### config.mk
export PLATFORM = sky130hd
export DESIGN_NAME = brs_top
export DESIGN_NICKNAME = d
export VERILOG_FILES = /design/src/logic/brs_pkg.sv /design/src/logic/brs_filt.sv /design/src/logic/brs_rsync.sv /design/src/logic/brs_top.sv
export SDC_FILE = /design/constraint.sdc
export NUM_CORES = 1
export LEC_CHECK = 0
export BUFFER_PORTS_ARGS = -buffer_cell sky130_fd_sc_hd__buf_4
export CORE_ASPECT_RATIO = 0.7
export CORE_MARGIN = 4
export CORE_UTILIZATION = 51
export CTS_CLUSTER_DIAMETER = 60
export CTS_CLUSTER_SIZE = 40
export DETAILED_ROUTE_END_ITERATION = 10
export HOLD_SLACK_MARGIN = 0.05
export PLACE_DENSITY = 0.76
export SYNTH_ARGS = -nofsm -noshare
export SYNTH_HDL_FRONTEND = slang
export SYNTH_SLANG_ARGS = --single-unit
### constraint.sdc
create_clock -name sys_clk_i -period 1.2 [get_ports sys_clk_i]
set_input_delay 0.24 -clock sys_clk_i [delete_from_list [all_inputs] [get_ports sys_clk_i]]
set_output_delay 0.24 -clock sys_clk_i [all_outputs]
set_load 0.005 [all_outputs]
### src/logic/brs_pkg.sv
// Overview of operation
// - every listed reset source asserts reset
// - supply below minimum holds device in reset
// - power-up delay lasts a nominal 64 ms
// - reset held while power-up delay counts
// - delay enable bit is active low
// - delay starts after power and brown-out release
// - two-bit mode picks one of four behaviours
// - one bit selects brown-out trip level
// - only dips longer than filter time reset
// - mode 11: always on, start-up waits ready
// - always-on: sleep protected, wake not delayed
// - mode 10: off in sleep, start-up waits
// - off-in-sleep: wake waits for detector ready
// - mode 01: software enable, no start-up wait
// - software mode protects once ready, shows status
// - forced-on modes: ready before cpu runs
// - software enable bit acts only in mode 01
// - fast-start forces band gap in modes 10/01
// - read-only bit 0 shows detector ready
// - pin release after delay: run in 10 cycles
package brs_pkg;

  localparam int unsigned CLK_MHZ     = 125;
  localparam int unsigned PUD_MS      = 64;
  localparam int unsigned PUD_CYC     = PUD_MS * 1000 * CLK_MHZ;
  localparam int unsigned EXIT_FOSC   = 10;
  localparam int unsigned SYNC_LAT    = 2;
  localparam int unsigned BO_FILT_NS  = 1000;
  localparam int unsigned BO_FILT_CYC = (BO_FILT_NS * CLK_MHZ + 999) / 1000;
  localparam int unsigned BO_RDY_NS   = 800;
  localparam int unsigned BO_RDY_CYC  = (BO_RDY_NS * CLK_MHZ + 999) / 1000;

  localparam int unsigned CNT_W  = 24;
  localparam int unsigned RDY_W  = 8;
  localparam int unsigned FILT_W = 8;
  localparam int unsigned ADDR_W = 4;

  localparam logic [ADDR_W-1:0] BRC_OFF  = 4'h0;
  localparam int unsigned       SWEN_BIT = 7;
  localparam int unsigned       FS_BIT   = 6;
  localparam int unsigned       RDY_BIT  = 0;
  localparam logic              SWEN_RST = 1'b1;
  localparam logic              FS_RST   = 1'b0;

  localparam logic [1:0] MODE_ALWAYS  = 2'h3;
  localparam logic [1:0] MODE_NOSLEEP = 2'h2;
  localparam logic [1:0] MODE_SW      = 2'h1;
  localparam logic [1:0] MODE_OFF     = 2'h0;

  typedef enum logic [2:0] {ST_POR, ST_PUD, ST_BOWAIT, ST_PIN, ST_EXIT, ST_RUN} brs_state_t;

  typedef struct packed {
    logic [ADDR_W-1:0] addr;
    logic [7:0]        wdata;
    logic              wr;
    logic              rd;
  } brs_req_t;

  typedef struct packed {
    logic [1:0] brownout_mode_sel;
    logic       brownout_level_sel;
    logic       powerup_delay_disable_n;
    logic       pin_reset_en;
    logic       lp_brownout_en;
  } brs_cfg_t;

  typedef struct packed {
    logic wdt;
    logic instr;
    logic stk_ovf;
    logic stk_unf;
    logic prog_exit;
  } brs_src_t;

  typedef struct packed {
    brs_state_t       st;
    logic [CNT_W-1:0] cnt;
    logic [RDY_W-1:0] rdy_cnt;
    logic             sw_en;
    logic             fs;
    logic [7:0]       rdata;
  } brs_core_t;

  typedef struct packed {
    logic [FILT_W-1:0] cnt;
  } brs_filt_t;

  typedef struct packed {
    logic [SYNC_LAT-1:0] sh;
  } brs_sync_t;

  localparam brs_core_t CORE_RST = '{st: ST_POR, cnt: '0, rdy_cnt: '0,
                                     sw_en: SWEN_RST, fs: FS_RST, rdata: 8'h00};
  localparam brs_filt_t FILT_RST = '{cnt: '0};
  localparam brs_sync_t SYNC_RST = '{sh: '0};

endpackage

### src/logic/brs_filt.sv
`timescale 1ns/1ps
module brs_filt #(
  parameter int unsigned FILT_CYC = brs_pkg::BO_FILT_CYC
) (
  input  logic sys_clk_i,
  input  logic resetn_i,
  input  logic ce_i,
  input  logic below_i,
  output logic trip_o
);
  import brs_pkg::*;

  brs_filt_t q;
  brs_filt_t d;

  // counts earlier consecutive low cycles; saturates so long dips stay tripped
  always_comb begin
    d = q;
    if (!below_i) begin
      d.cnt = '0;
    end else if (q.cnt != FILT_W'(FILT_CYC)) begin
      d.cnt = q.cnt + FILT_W'(1);
    end
  end

  always_ff @(posedge sys_clk_i) begin
    if (!resetn_i) begin
      q <= FILT_RST;
    end else if (ce_i) begin
      q <= d;
    end
  end

  assign trip_o = below_i && (q.cnt == FILT_W'(FILT_CYC));
endmodule

### src/logic/brs_rsync.sv
`timescale 1ns/1ps
module brs_rsync (
  input  logic sys_clk_i,
  input  logic ce_i,
  input  logic rst_req_i,
  output logic rst_n_o
);
  import brs_pkg::*;

  brs_sync_t q;
  brs_sync_t d;

  always_comb begin
    d    = q;
    d.sh = {q.sh[SYNC_LAT-2:0], 1'b1};
  end

  // request clears at once; release walks through the stages on the clock
  always_ff @(posedge sys_clk_i or posedge rst_req_i) begin
    if (rst_req_i) begin
      q <= SYNC_RST;
    end else if (ce_i) begin
      q <= d;
    end
  end

  assign rst_n_o = q.sh[SYNC_LAT-1];
endmodule

### src/logic/brs_top.sv
// The placing of the registers and the address-and-strobe port were chosen for this implementation.
`timescale 1ns/1ps
module brs_top #(
  parameter int unsigned PUD_CYC  = brs_pkg::PUD_CYC,
  parameter int unsigned FILT_CYC = brs_pkg::BO_FILT_CYC,
  parameter int unsigned RDY_CYC  = brs_pkg::BO_RDY_CYC,
  parameter int unsigned EXIT_CYC = brs_pkg::EXIT_FOSC
) (
  input  logic              sys_clk_i,
  input  logic              resetn_i,
  input  logic              ce_i,
  input  brs_pkg::brs_req_t reg_req_i,
  output logic [7:0]        reg_rdata_o,
  input  brs_pkg::brs_cfg_t cfg_i,
  input  logic              por_low_i,
  input  logic              vdd_below_i,
  input  logic              low_power_brownout_i,
  input  logic              external_reset_pin_n_i,
  input  brs_pkg::brs_src_t src_i,
  input  logic              sleep_i,
  output logic              cpu_rst_n_o,
  output logic              brownout_enable_o,
  output logic              brownout_level_sel_o,
  output logic              bandgap_force_on_o,
  output logic              brownout_circuit_ready_o,
  output logic              brownout_reset_o,
  output logic              wake_ok_o
);
  import brs_pkg::*;

  brs_core_t  q;
  brs_core_t  d;
  logic [1:0] mode;
  logic       bo_active;
  logic       fs_eff;
  logic       rdy;
  logic       filt_trip;
  logic       brownout_reset;
  logic       power_fail;
  logic       src_any;
  logic       pin_low;
  logic       needs_wait;
  logic       pud_en;
  logic       rst_req;
  logic       reg_hit;

  ////////////////////////////////////////////////////////////////////////////
  // detector control

  assign mode = cfg_i.brownout_mode_sel;

  always_comb begin
    unique case (mode)
      MODE_ALWAYS:  bo_active = 1'b1;
      MODE_NOSLEEP: bo_active = !sleep_i;
      MODE_SW:      bo_active = q.sw_en;
      MODE_OFF:     bo_active = 1'b0;
    endcase
  end

  // band gap kept up so the detector comes back ready without a settle time
  assign fs_eff = q.fs && (mode == MODE_NOSLEEP || mode == MODE_SW);

  assign rdy = bo_active && (q.rdy_cnt == RDY_W'(RDY_CYC));

  // start-up waits on the detector only where it is forced on
  assign needs_wait = (mode == MODE_ALWAYS) || (mode == MODE_NOSLEEP);

  // wake from sleep: only the off-in-sleep mode must wait for readiness
  assign wake_ok_o = (mode != MODE_NOSLEEP) || rdy;

  ////////////////////////////////////////////////////////////////////////////
  // reset sources

  brs_filt #(
    .FILT_CYC (FILT_CYC)
  ) u_filt (
    .sys_clk_i (sys_clk_i),
    .resetn_i  (resetn_i),
    .ce_i      (ce_i),
    .below_i   (vdd_below_i && bo_active),
    .trip_o    (filt_trip)
  );

  // filtered trip protects only once the detector reports ready; low-power trip does not wait
  assign brownout_reset = (filt_trip && rdy) ||
                          (cfg_i.lp_brownout_en && low_power_brownout_i);

  // leaving programming mode behaves as a fresh power-on
  assign power_fail = por_low_i || brownout_reset || src_i.prog_exit;
  assign src_any    = src_i.wdt || src_i.instr || src_i.stk_ovf || src_i.stk_unf;
  assign pin_low    = cfg_i.pin_reset_en && !external_reset_pin_n_i;
  assign pud_en     = !cfg_i.powerup_delay_disable_n;

  // raw sources go straight in so assertion needs no clock edge
  assign rst_req = power_fail || src_any || pin_low || (q.st != ST_RUN);

  brs_rsync u_rsync (
    .sys_clk_i (sys_clk_i),
    .ce_i      (ce_i),
    .rst_req_i (rst_req),
    .rst_n_o   (cpu_rst_n_o)
  );

  ////////////////////////////////////////////////////////////////////////////
  // sequencer, readiness counter and control register

  assign reg_hit = (reg_req_i.addr == BRC_OFF);

  always_comb begin
    d       = q;
    d.rdata = 8'h00;

    // readiness: lost when powered down unless the band gap is held up
    if (bo_active) begin
      if (q.rdy_cnt != RDY_W'(RDY_CYC)) begin
        d.rdy_cnt = q.rdy_cnt + RDY_W'(1);
      end
    end else if (!fs_eff) begin
      d.rdy_cnt = '0;
    end

    if (power_fail) begin
      d.st  = ST_POR;
      d.cnt = '0;
    end else begin
      unique case (q.st)
        ST_POR: begin
          if (pud_en) begin
            d.st  = ST_PUD;
            d.cnt = CNT_W'(PUD_CYC - 1);
          end else begin
            d.st = ST_BOWAIT;
          end
        end
        ST_PUD: begin
          // pin is ignored here: the delay runs on its own
          if (q.cnt == '0) begin
            d.st = ST_BOWAIT;
          end else begin
            d.cnt = q.cnt - CNT_W'(1);
          end
        end
        ST_BOWAIT: begin
          if (!needs_wait || (rdy && !vdd_below_i)) begin
            d.st = ST_PIN;
          end
        end
        ST_PIN: begin
          if (!pin_low) begin
            d.st  = ST_EXIT;
            d.cnt = CNT_W'(EXIT_CYC - SYNC_LAT - 1);
          end
        end
        ST_EXIT: begin
          if (pin_low) begin
            d.st = ST_PIN;
          end else if (src_any) begin
            d.cnt = CNT_W'(EXIT_CYC - SYNC_LAT - 1);
          end else if (q.cnt == '0) begin
            d.st = ST_RUN;
          end else begin
            d.cnt = q.cnt - CNT_W'(1);
          end
        end
        ST_RUN: begin
          if (pin_low) begin
            d.st = ST_PIN;
          end else if (src_any) begin
            d.st  = ST_EXIT;
            d.cnt = CNT_W'(EXIT_CYC - SYNC_LAT - 1);
          end
        end
        default: begin
          d.st = ST_POR;
        end
      endcase
    end

    // both bits stay writable in every mode; their effect is gated above
    if (reg_req_i.wr && reg_hit) begin
      d.sw_en = reg_req_i.wdata[SWEN_BIT];
      d.fs    = reg_req_i.wdata[FS_BIT];
    end

    if (reg_req_i.rd && reg_hit) begin
      d.rdata[SWEN_BIT] = q.sw_en;
      d.rdata[FS_BIT]   = q.fs;
      d.rdata[RDY_BIT]  = rdy;
    end
  end

  always_ff @(posedge sys_clk_i) begin
    if (!resetn_i) begin
      q <= CORE_RST;
    end else if (ce_i) begin
      q <= d;
    end
  end

  ////////////////////////////////////////////////////////////////////////////
  // outputs

  assign reg_rdata_o              = q.rdata;
  assign brownout_enable_o        = bo_active;
  assign brownout_level_sel_o     = cfg_i.brownout_level_sel;
  assign bandgap_force_on_o       = fs_eff || bo_active;
  assign brownout_circuit_ready_o = rdy;
  assign brownout_reset_o         = brownout_reset;
endmodule

==> results of run 1 <==
[metal layers]
metal | global-route usage [%] | up-vias | part of all wire (%)
met2 | 56.02 | 523 | 42
met5 | 0 | - | 0
met3 | 10.98 | 187 | 14
li1 | - | 1755 | -
met1 | 47.25 | 2092 | 35
met4 | 15.84 | 0 | 8.6
[area by class of cell]
| class | count | area share [%] |
|---|---|---|
| repair buffers | 183 | 29.20 |
| multi-input cells | 292 | 46.37 |
| inverters | 14 | 1.178 |
| clock inverters | 3 | 0.8243 |
| clock buffers | 5 | 1.295 |
| diodes | 1 | 0.04710 |
| well taps | 75 | 1.766 |
| flip-flops and latches | 50 | 19.31 |
[worst paths after layout]
path                       cells after the start  slack (ns)            to
max in group asynchronous                      7       -0.11  u_rsync.q[1]
min                                            3        0.23          q[9]
min reg2reg                                    2        0.50   u_filt.q[7]
max                                            6       -1.35         q[36]
max reg2reg                                    6       -1.35         q[36]
min in group asynchronous                      5        0.52  u_rsync.q[0]
[through the flow]
stage | utilization, % | instance area (sq um)
after global routing | 91.80 | 5310
after CTS | 86.31 | 4992
after global placement | 75.41 | 4362
after floorplan | - | 3354
final | 91.85 | 5313
after detailed placement | 75.41 | 4362
[registers in the layout (all words and copies together), names as in the netlist]
signal	count
q	37
u_filt.q	8
reg_rdata_o	3
u_rsync.q	2
[cell families after synthesis]
| family | after synthesis |
|---|---|
| AND/OR/NAND/NOR | 154 |
| multiplexers | 5 |
| XOR/XNOR | 9 |
| flip-flops | 50 |
| other | 1 |
| AO/OA/AOI/OAI | 111 |
| adder cells (fa/ha/maj) | 8 |
| buffers and inverters | 44 |
[what timing repair did]
action	CTS	global route
buffers inserted	19	18
pin swaps	31	25
gates cloned	1	0
resized for setup	89	49
setup endpoints to repair	51	53
[worst max-delay path, delay by kind of cell (launching register included)]
family           cells  cell delay, ns
AO/OA/AOI/OAI        3            0.87
AND/OR/NAND/NOR      3            1.20
flip-flops           1            0.34
[where the power goes]
part / switching (W) / total [W] / internal (W)
combinational: 0.000906 / 0.00170 / 0.000793
sequential: 0.0000309 / 0.00173 / 0.00169
clock: 0.000654 / 0.00128 / 0.000627
total: 0.00159 / 0.00470 / 0.00311
[placed cells by master (no fill, tap or decap), types with 7 or more instances in the layout]
cell / netlist / layout
o211ai_1: 9 / 9
nand4_1: 7 / 7
buf_4: 10 / 148
o21ai_1: 8 / 11
nand3_1: 18 / 10
a21oi_2: 0 / 8
buf_6: 1 / 30
dfxtp_2: 0 / 12
o21ai_0: 18 / 10
inv_1: 14 / 7
nand2_1: 28 / 17
or3_1: 10 / 8
nor2_1: 36 / 28
dfxtp_1: 48 / 36
xor2_1: 9 / 9
==> impl_metrics.py, run 1 <==
metrics = {
    "status": {
        "status": "finished, violations left",
        "violations": "negative setup slack",
    },
    "placement": {
        "portBuffers": 34,
        "routabilityCongestion": 0.9598,
        "dp_cells": 581,
        "dpl.hpwl_microns": 7903,
        "preCtsSetupSlack_ns": -1.094,
    },
    "cts": {
        "htreeDepth": 2,
        "cts_root_buffer": "clkbuf_8",
        "tritoncts": "done",
        "ctsHoldBuffers": 0,
        "numCtsBuffers": 5,
        "cts.sinks": 50,
        "clk_latency_ns": 0.32,
        "clkTransAtPathRegs_ns": 0.10,
        "ctsLongestPathBuffers": 2,
    },
    "setup_path": {
        "slowest_delay_ns": 0.45,
        "crit_chain": "or3_1 -> nor2_1 -> nand3_1 -> o311a_2 -> o211ai_1 -> o41ai_1",
        "cp_max_fo": 7,
        "worst-setup-path-type": "flop to flop",
        "slowest_stage": "o311a_2",
        "critical_path_arrival_ns": 2.75,
        "end_kind": "flop",
        "crit_required_ns": 1.40,
        "worst_setup_path_start_kind": "flop",
        "crit_start": "q[20]",
        "rr_startpoint": "q[20]",
    },
    "global_route": {
        "overflow": 0,
        "antenna_found_initial": 0,
        "track_usage_pct": 36.37,
        "grt_pass1_vias": 4097,
        "grt_pass1_wl_microns": 20790,
        "grt_max_degree": 18,
    },
    "routing": {
        "drc": 0,
        "drt_wl_total_microns": 16410,
        "viasPerCell": 7.315,
        "ant_nets": 0,
        "vias": 4557,
        "drt-pass1-iter-count": 8,
        "wl_per_cell_microns": 26.33,
        "drtIter0Drc": 740,
    },
    "logic_synthesis": {
        "synth_seq_area_share_pct": 32.85,
        "yosysWarnings": 0,
        "synth.area.mux_share_pct": 1.667,
        "synth-adder-area-share_pct": 3.252,
        "syn_inst": 382,
        "synth_compound_area_share_pct": 25.77,
        "synthTopCellsByCount": "dfxtp_1, nor2_1, nand2_1, nand3_1, o21ai_0",
        "synth_edf_count": 0,
        "synth_cell_types": 61,
        "ys_seq_elements": 50,
        "post_synth.cell_area_avg_sq_um": 8.057,
        "synth_top_area_share_pct": 31.22,
        "synth_most_common_cell": "dfxtp_1",
        "synth_top_family_by_area": "simple AND/OR/NAND/NOR gates",
        "synth_top_flop_cell": "dfxtp_1",
        "synthesis.area_sq_mm": 0.003078,
        "ys_async_sr_fraction_pct": 4.000,
        "ys_top_cells_by_area": "dfxtp_1, nor2_1, nand2_1, ha_1, nand3_1",
        "synth_xor_area_share_pct": 2.561,
        "yosys.area.top_type": "dfxtp_1",
        "synthSimpleGateAreaFrac_pct": 26.67,
    },
    "final_layout": {
        "multi_input_area_sq_mm": 0.002464,
        "nNetsFinal": 587,
        "drive_gt1_share_pct": 57.77,
        "fin_cells": 623,
        "regArea_sq_mm": 0.001026,
        "synthToLayoutAreaGrowth_pct": 72.60,
        "nFillCells": 196,
    },
    "pwr": {
        "p_leak_nw": 2.230,
        "total_power_w": 0.004704,
        "cellPowerDensity_mw_per_mm2": 885.4,
        "ir_worst_vdd_v": 0.0005904,
    },
    "sta": {
        "setup_tns_ns": -45.25,
        "hold_violations": 0,
        "clock.fmax_mhz": 391.7,
        "worst_pin_slew_ns": 0.6666,
        "rsz0062_at_grt": "yes",
        "period_share_pct": 212.7,
        "slew_headroom_pct": 55.30,
        "min_period_ns": 2.553,
        "finalClockSkew_ns": 0.008419,
        "fin_worst_hold_slack_ns": 0.2273,
        "setup_viol": 52,
        "finalWorstSetupSlack_ns": -1.353,
        "slew_violations": 0,
    },
    "flow_run": {
        "maxCapViolCount": 0,
    },
    "floorplanning": {
        "coreArea_sq_mm": 0.005784,
        "io_pins": 48,
        "dieArea_sq_mm": 0.007362,
        "die_y_microns": 73.00,
        "start_util_pct": 53.21,
        "std_cell_rows": 23,
        "die_w_microns": 100.9,
    },
    "min_path": {
        "min_path_type": "input pin to flop",
        "hp-start": "reg_req_i[9]",
    },
}
Note: power is estimated with default switching activity, not from simulation.
==> inputs of run 2 (changes only) <==
Settings changed: CORE_UTILIZATION 51 to 53, CTS_BUF_LIST set to sky130_fd_sc_hd__clkbuf_8, PLACE_DENSITY 0.76 to 0.78.
==> run 2 against run 1 <==
Effect of this change: the flow now stops in global routing; synthesized area is the same; synthesized cell count is the same.
==> impl_metrics.py, run 2 <==
metrics = {
    "status": {
        "status": "stopped before the end",
        "haltStage": "global routing",
        "error": "[ERROR DPL-0038] Utilization greater than 100%, impossible to legalize",
    },
    "sta": {
        "worstEndpointGrtRepair": "q[20]$_SDFFE_PN0P_/D",
        "worst_endpoint_kind": "sequential cell input",
    },
    "logic_synthesis": {
        "yosysWarnings": 0,
        "yosys.area.top_type": "dfxtp_1",
        "synth_top_area_share_pct": 31.22,
        "synth_cell_types": 61,
        "synthesis.area_sq_mm": 0.003078,
        "synth_seq_area_share_pct": 32.85,
        "synth_most_common_cell": "dfxtp_1",
        "synth_edf_count": 0,
        "ys_top_cells_by_area": "dfxtp_1, nor2_1, nand2_1, ha_1, nand3_1",
        "synthTopCellsByCount": "dfxtp_1, nor2_1, nand2_1, nand3_1, o21ai_0",
        "ys_async_sr_fraction_pct": 4.000,
        "post_synth.cell_area_avg_sq_um": 8.057,
        "syn_inst": 382,
        "ys_seq_elements": 50,
        "synth_top_flop_cell": "dfxtp_1",
    },
    "floorplanning": {
        "io_pins": 48,
        "die_w_microns": 99.09,
        "die_y_microns": 71.76,
        "std_cell_rows": 22,
        "start_util_pct": 56.76,
    },
    "global_route": {
        "grt_max_degree": 45,
    },
    "cts": {
        "ctsLongestPathBuffers": 2,
        "numCtsBuffers": 5,
        "htreeDepth": 2,
        "cts_root_buffer": "clkbuf_8",
        "cts.sinks": 50,
    },
    "placement": {
        "portBuffers": 34,
        "routabilityCongestion": 0.9845,
        "dpl.hpwl_microns": 7728,
    },
}
[run 2: cell counts after synthesis]
Identical to the previous run, type by type.
[run 2: cells by family after synthesis]
| group | count (synthesis) | synth area share [%] |
|---|---|---|
| compound gates | 111 | 25.77 |
| fa+ha+maj | 8 | 3.252 |
| simple gates | 154 | 26.67 |
| buf+inv | 44 | 7.113 |
| other cells | 1 | 0.1218 |
| flops | 50 | 32.85 |
| mux | 5 | 1.667 |
| xor+xnor | 9 | 2.561 |
[run 2: per-stage QoR]
step / area (sq um) / TNS [ns] / cells / setup slack [ns] / util [%]
2_1_floorplan: 3354 / -27.19 / 386 / -0.9418 / -
3_3_place_gp: 4348 / -39.37 / 575 / -0.9972 / 80.18
3_5_place_dp: 4348 / -41.76 / 575 / -1.042 / 80.18
4_1_cts: 5115 / -34.06 / 608 / -0.9545 / 94.32
[run 2: what timing repair did]
action                     4_1_cts
pin swaps                       49
gates resized for setup        110
hold buffers                     0
buffers inserted                26
gates cloned                     1
setup endpoints to repair       51
==> inputs of run 3 (changes only) <==
Settings changed: CORE_ASPECT_RATIO 0.7 to not set, CORE_UTILIZATION 53 to 40, CTS_BUF_LIST sky130_fd_sc_hd__clkbuf_8 to not set, CTS_CLUSTER_DIAMETER 60 to not set, CTS_CLUSTER_SIZE 40 to not set, HOLD_SLACK_MARGIN 0.05 to not set, PLACE_DENSITY 0.78 to not set, PLACE_DENSITY_LB_ADDON set to 0.15.
Clock period 1.2 ns to 1.56 ns, I/O delays scaled along.
==> run 3 against run 2 <==
Effect of this change: the flow now finishes, with violations (negative setup slack).
==> impl_metrics.py, run 3 (same netlist as run 1, synthesis figures left out) <==
metrics = {
    "cts": {
        "clk_latency_ns": 0.30,
        "numCtsBuffers": 5,
        "tritoncts": "done",
        "ctsHoldBuffers": 0,
        "cts_root_buffer": "clkbuf_8",
        "cts.sinks": 50,
        "htreeDepth": 2,
        "clkTransAtPathRegs_ns": 0.09,
        "ctsLongestPathBuffers": 2,
    },
    "setup_path": {
        "worst_setup_path_start_kind": "flop",
        "r2r_cells": 6,
        "rr_startpoint": "q[37]",
        "rr_endpoint": "q[23]",
        "cp_max_fo": 7,
        "worst-setup-path-type": "flop to flop",
        "crit_required_ns": 1.81,
        "end_kind": "flop",
        "critical_path_arrival_ns": 2.45,
        "worst-r2r-setup-slack_ns": -0.64,
    },
    "final_layout": {
        "final_common_cell": "buf_4",
        "largest_register_ffs": 37,
        "synthToLayoutAreaGrowth_pct": 64.23,
        "drive_gt1_share_pct": 54.06,
        "nFillCells": 569,
        "regMostFlops": "q",
        "regArea_sq_mm": 0.001027,
        "num_antenna_cells": 0,
        "layout_common_cells": "buf_4, dfxtp_1, nor2_1, buf_6, nand2_1",
        "nNetsFinal": 570,
        "post-route-util_pct": 68.59,
        "multi_input_area_sq_mm": 0.002366,
    },
    "sta": {
        "min_period_ns": 2.199,
        "clock.fmax_mhz": 454.9,
        "rsz0062_at_grt": "yes",
        "slew_violations": 0,
        "period_share_pct": 140.9,
        "setup_tns_ns": -17.10,
        "finalClockSkew_ns": 0.006840,
        "hold_violations": 0,
        "fin_worst_hold_slack_ns": 0.2499,
        "finalWorstSetupSlack_ns": -0.6385,
        "setup_viol": 45,
    },
    "routing": {
        "viasPerCell": 5.592,
        "drc": 0,
        "ant_nets": 0,
        "drtIter0Drc": 163,
        "drt_wl_total_microns": 10120,
        "drt-pass1-iter-count": 5,
        "vias": 3512,
        "wl_per_cell_microns": 16.11,
    },
    "pwr": {
        "p_int_w": 0.002224,
        "cellPowerDensity_mw_per_mm2": 634.3,
        "comb_power_share_pct": 34.6,
        "swShare_pct": 30.63,
        "p_leak_nw": 2.098,
        "p_seq_share_pct": 41.2,
        "p_sw_w": 0.0009820,
        "ir_worst_vdd_v": 0.0005228,
        "clkPwrFrac_pct": 24.2,
    },
    "status": {
        "status": "finished, violations left",
        "violations": "negative setup slack",
    },
    "global_route": {
        "grt_pass1_vias": 3479,
        "overflow": 0,
        "grt_max_degree": 45,
        "track_usage_pct": 22.30,
        "antenna_found_initial": 0,
        "grt_pass1_wl_microns": 16240,
    },
    "min_path": {
        "hold_depth": 3,
        "hp-start": "reg_req_i[9]",
        "holdPathEnd": "q[9]",
        "min_path_type": "input pin to flop",
    },
    "placement": {
        "preCtsSetupSlack_ns": -0.7454,
        "portBuffers": 34,
        "routabilityCongestion": 0.9188,
        "dpl.hpwl_microns": 6829,
    },
    "floorplanning": {
        "std_cell_rows": 31,
        "die_w_microns": 95.72,
        "die_y_microns": 95.72,
        "dieArea_sq_mm": 0.009162,
        "io_pins": 48,
        "coreArea_sq_mm": 0.007370,
        "start_util_pct": 41.77,
    },
    "flow_run": {
        "maxCapViolCount": 0,
    },
}
run 3: area by class of cell:
cell class,count,area share (%)
clock buffers,7,1.708
inverters,14,1.238
multi-input cells,292,46.81
flip-flops and latches,50,20.32
well taps,99,2.450
repair buffers,166,27.48
run 3: how the worst max path moves through the flow:
| stage | slack, ns | to | start | cells past startpoint |
|---|---|---|---|---|
| after global placement | -0.69 | q[21] | cfg_i[4] | 9 |
| after global routing | -0.67 | q[29] | q[37] | 6 |
| after detailed placement | -0.75 | q[23] | cfg_i[4] | 9 |
| after floorplan | -0.58 | q[43] | q[37] | 7 |
| after CTS | -0.55 | q[29] | q[37] | 6 |
| final | -0.64 | q[23] | q[37] | 6 |
run 3: critical path, cell delays in order (launching register included):
cell	delay, ns
dfxtp_1	0.32
or4_4	0.54
or3_4	0.38
o31a_1	0.36
buf_4	0.18
a21oi_2	0.16
o221a_2	0.20
run 3: power by group through the flow:
stage | logic (W) | registers [W] | clock network, W
after floorplan | 0.000448 | 0.00135 | 0
after global placement | 0.000785 | 0.00135 | 0
after detailed placement | 0.000795 | 0.00135 | 0
after CTS | 0.00101 | 0.00132 | 0.000795
after global routing | 0.00118 | 0.00132 | 0.000855
final | 0.00111 | 0.00132 | 0.000776
run 3: stage by stage:
| step | total power, W | cells | cell area, sq um |
|---|---|---|---|
| 6_report | 0.003206 | 628 | 5055 |
| 5_1_grt | 0.003358 | 628 | 5055 |
| 4_1_cts | 0.003121 | 622 | 4875 |
| 3_5_place_dp | 0.002142 | 595 | 4295 |
| 3_3_place_gp | 0.002132 | 595 | 4295 |
| 2_1_floorplan | 0.001795 | 386 | 3316 |
run 3: routing by layer:
layer	track usage [%]	routed length (microns)	up-vias	part of all wire, %
li1	-	-	1710	-
met1	28.26	4292	1666	42
met2	38.45	4979	110	49
met3	3.597	571	26	5.6
met4	7.346	273	0	2.7
met5	0	0	-	0
run 3: what timing repair did:
item,in CTS,in global routing
pin swaps,37,17
endpoints found under the hold margin,0,0
buffers inserted,20,9
setup endpoints to repair,48,49
resized for setup,92,33
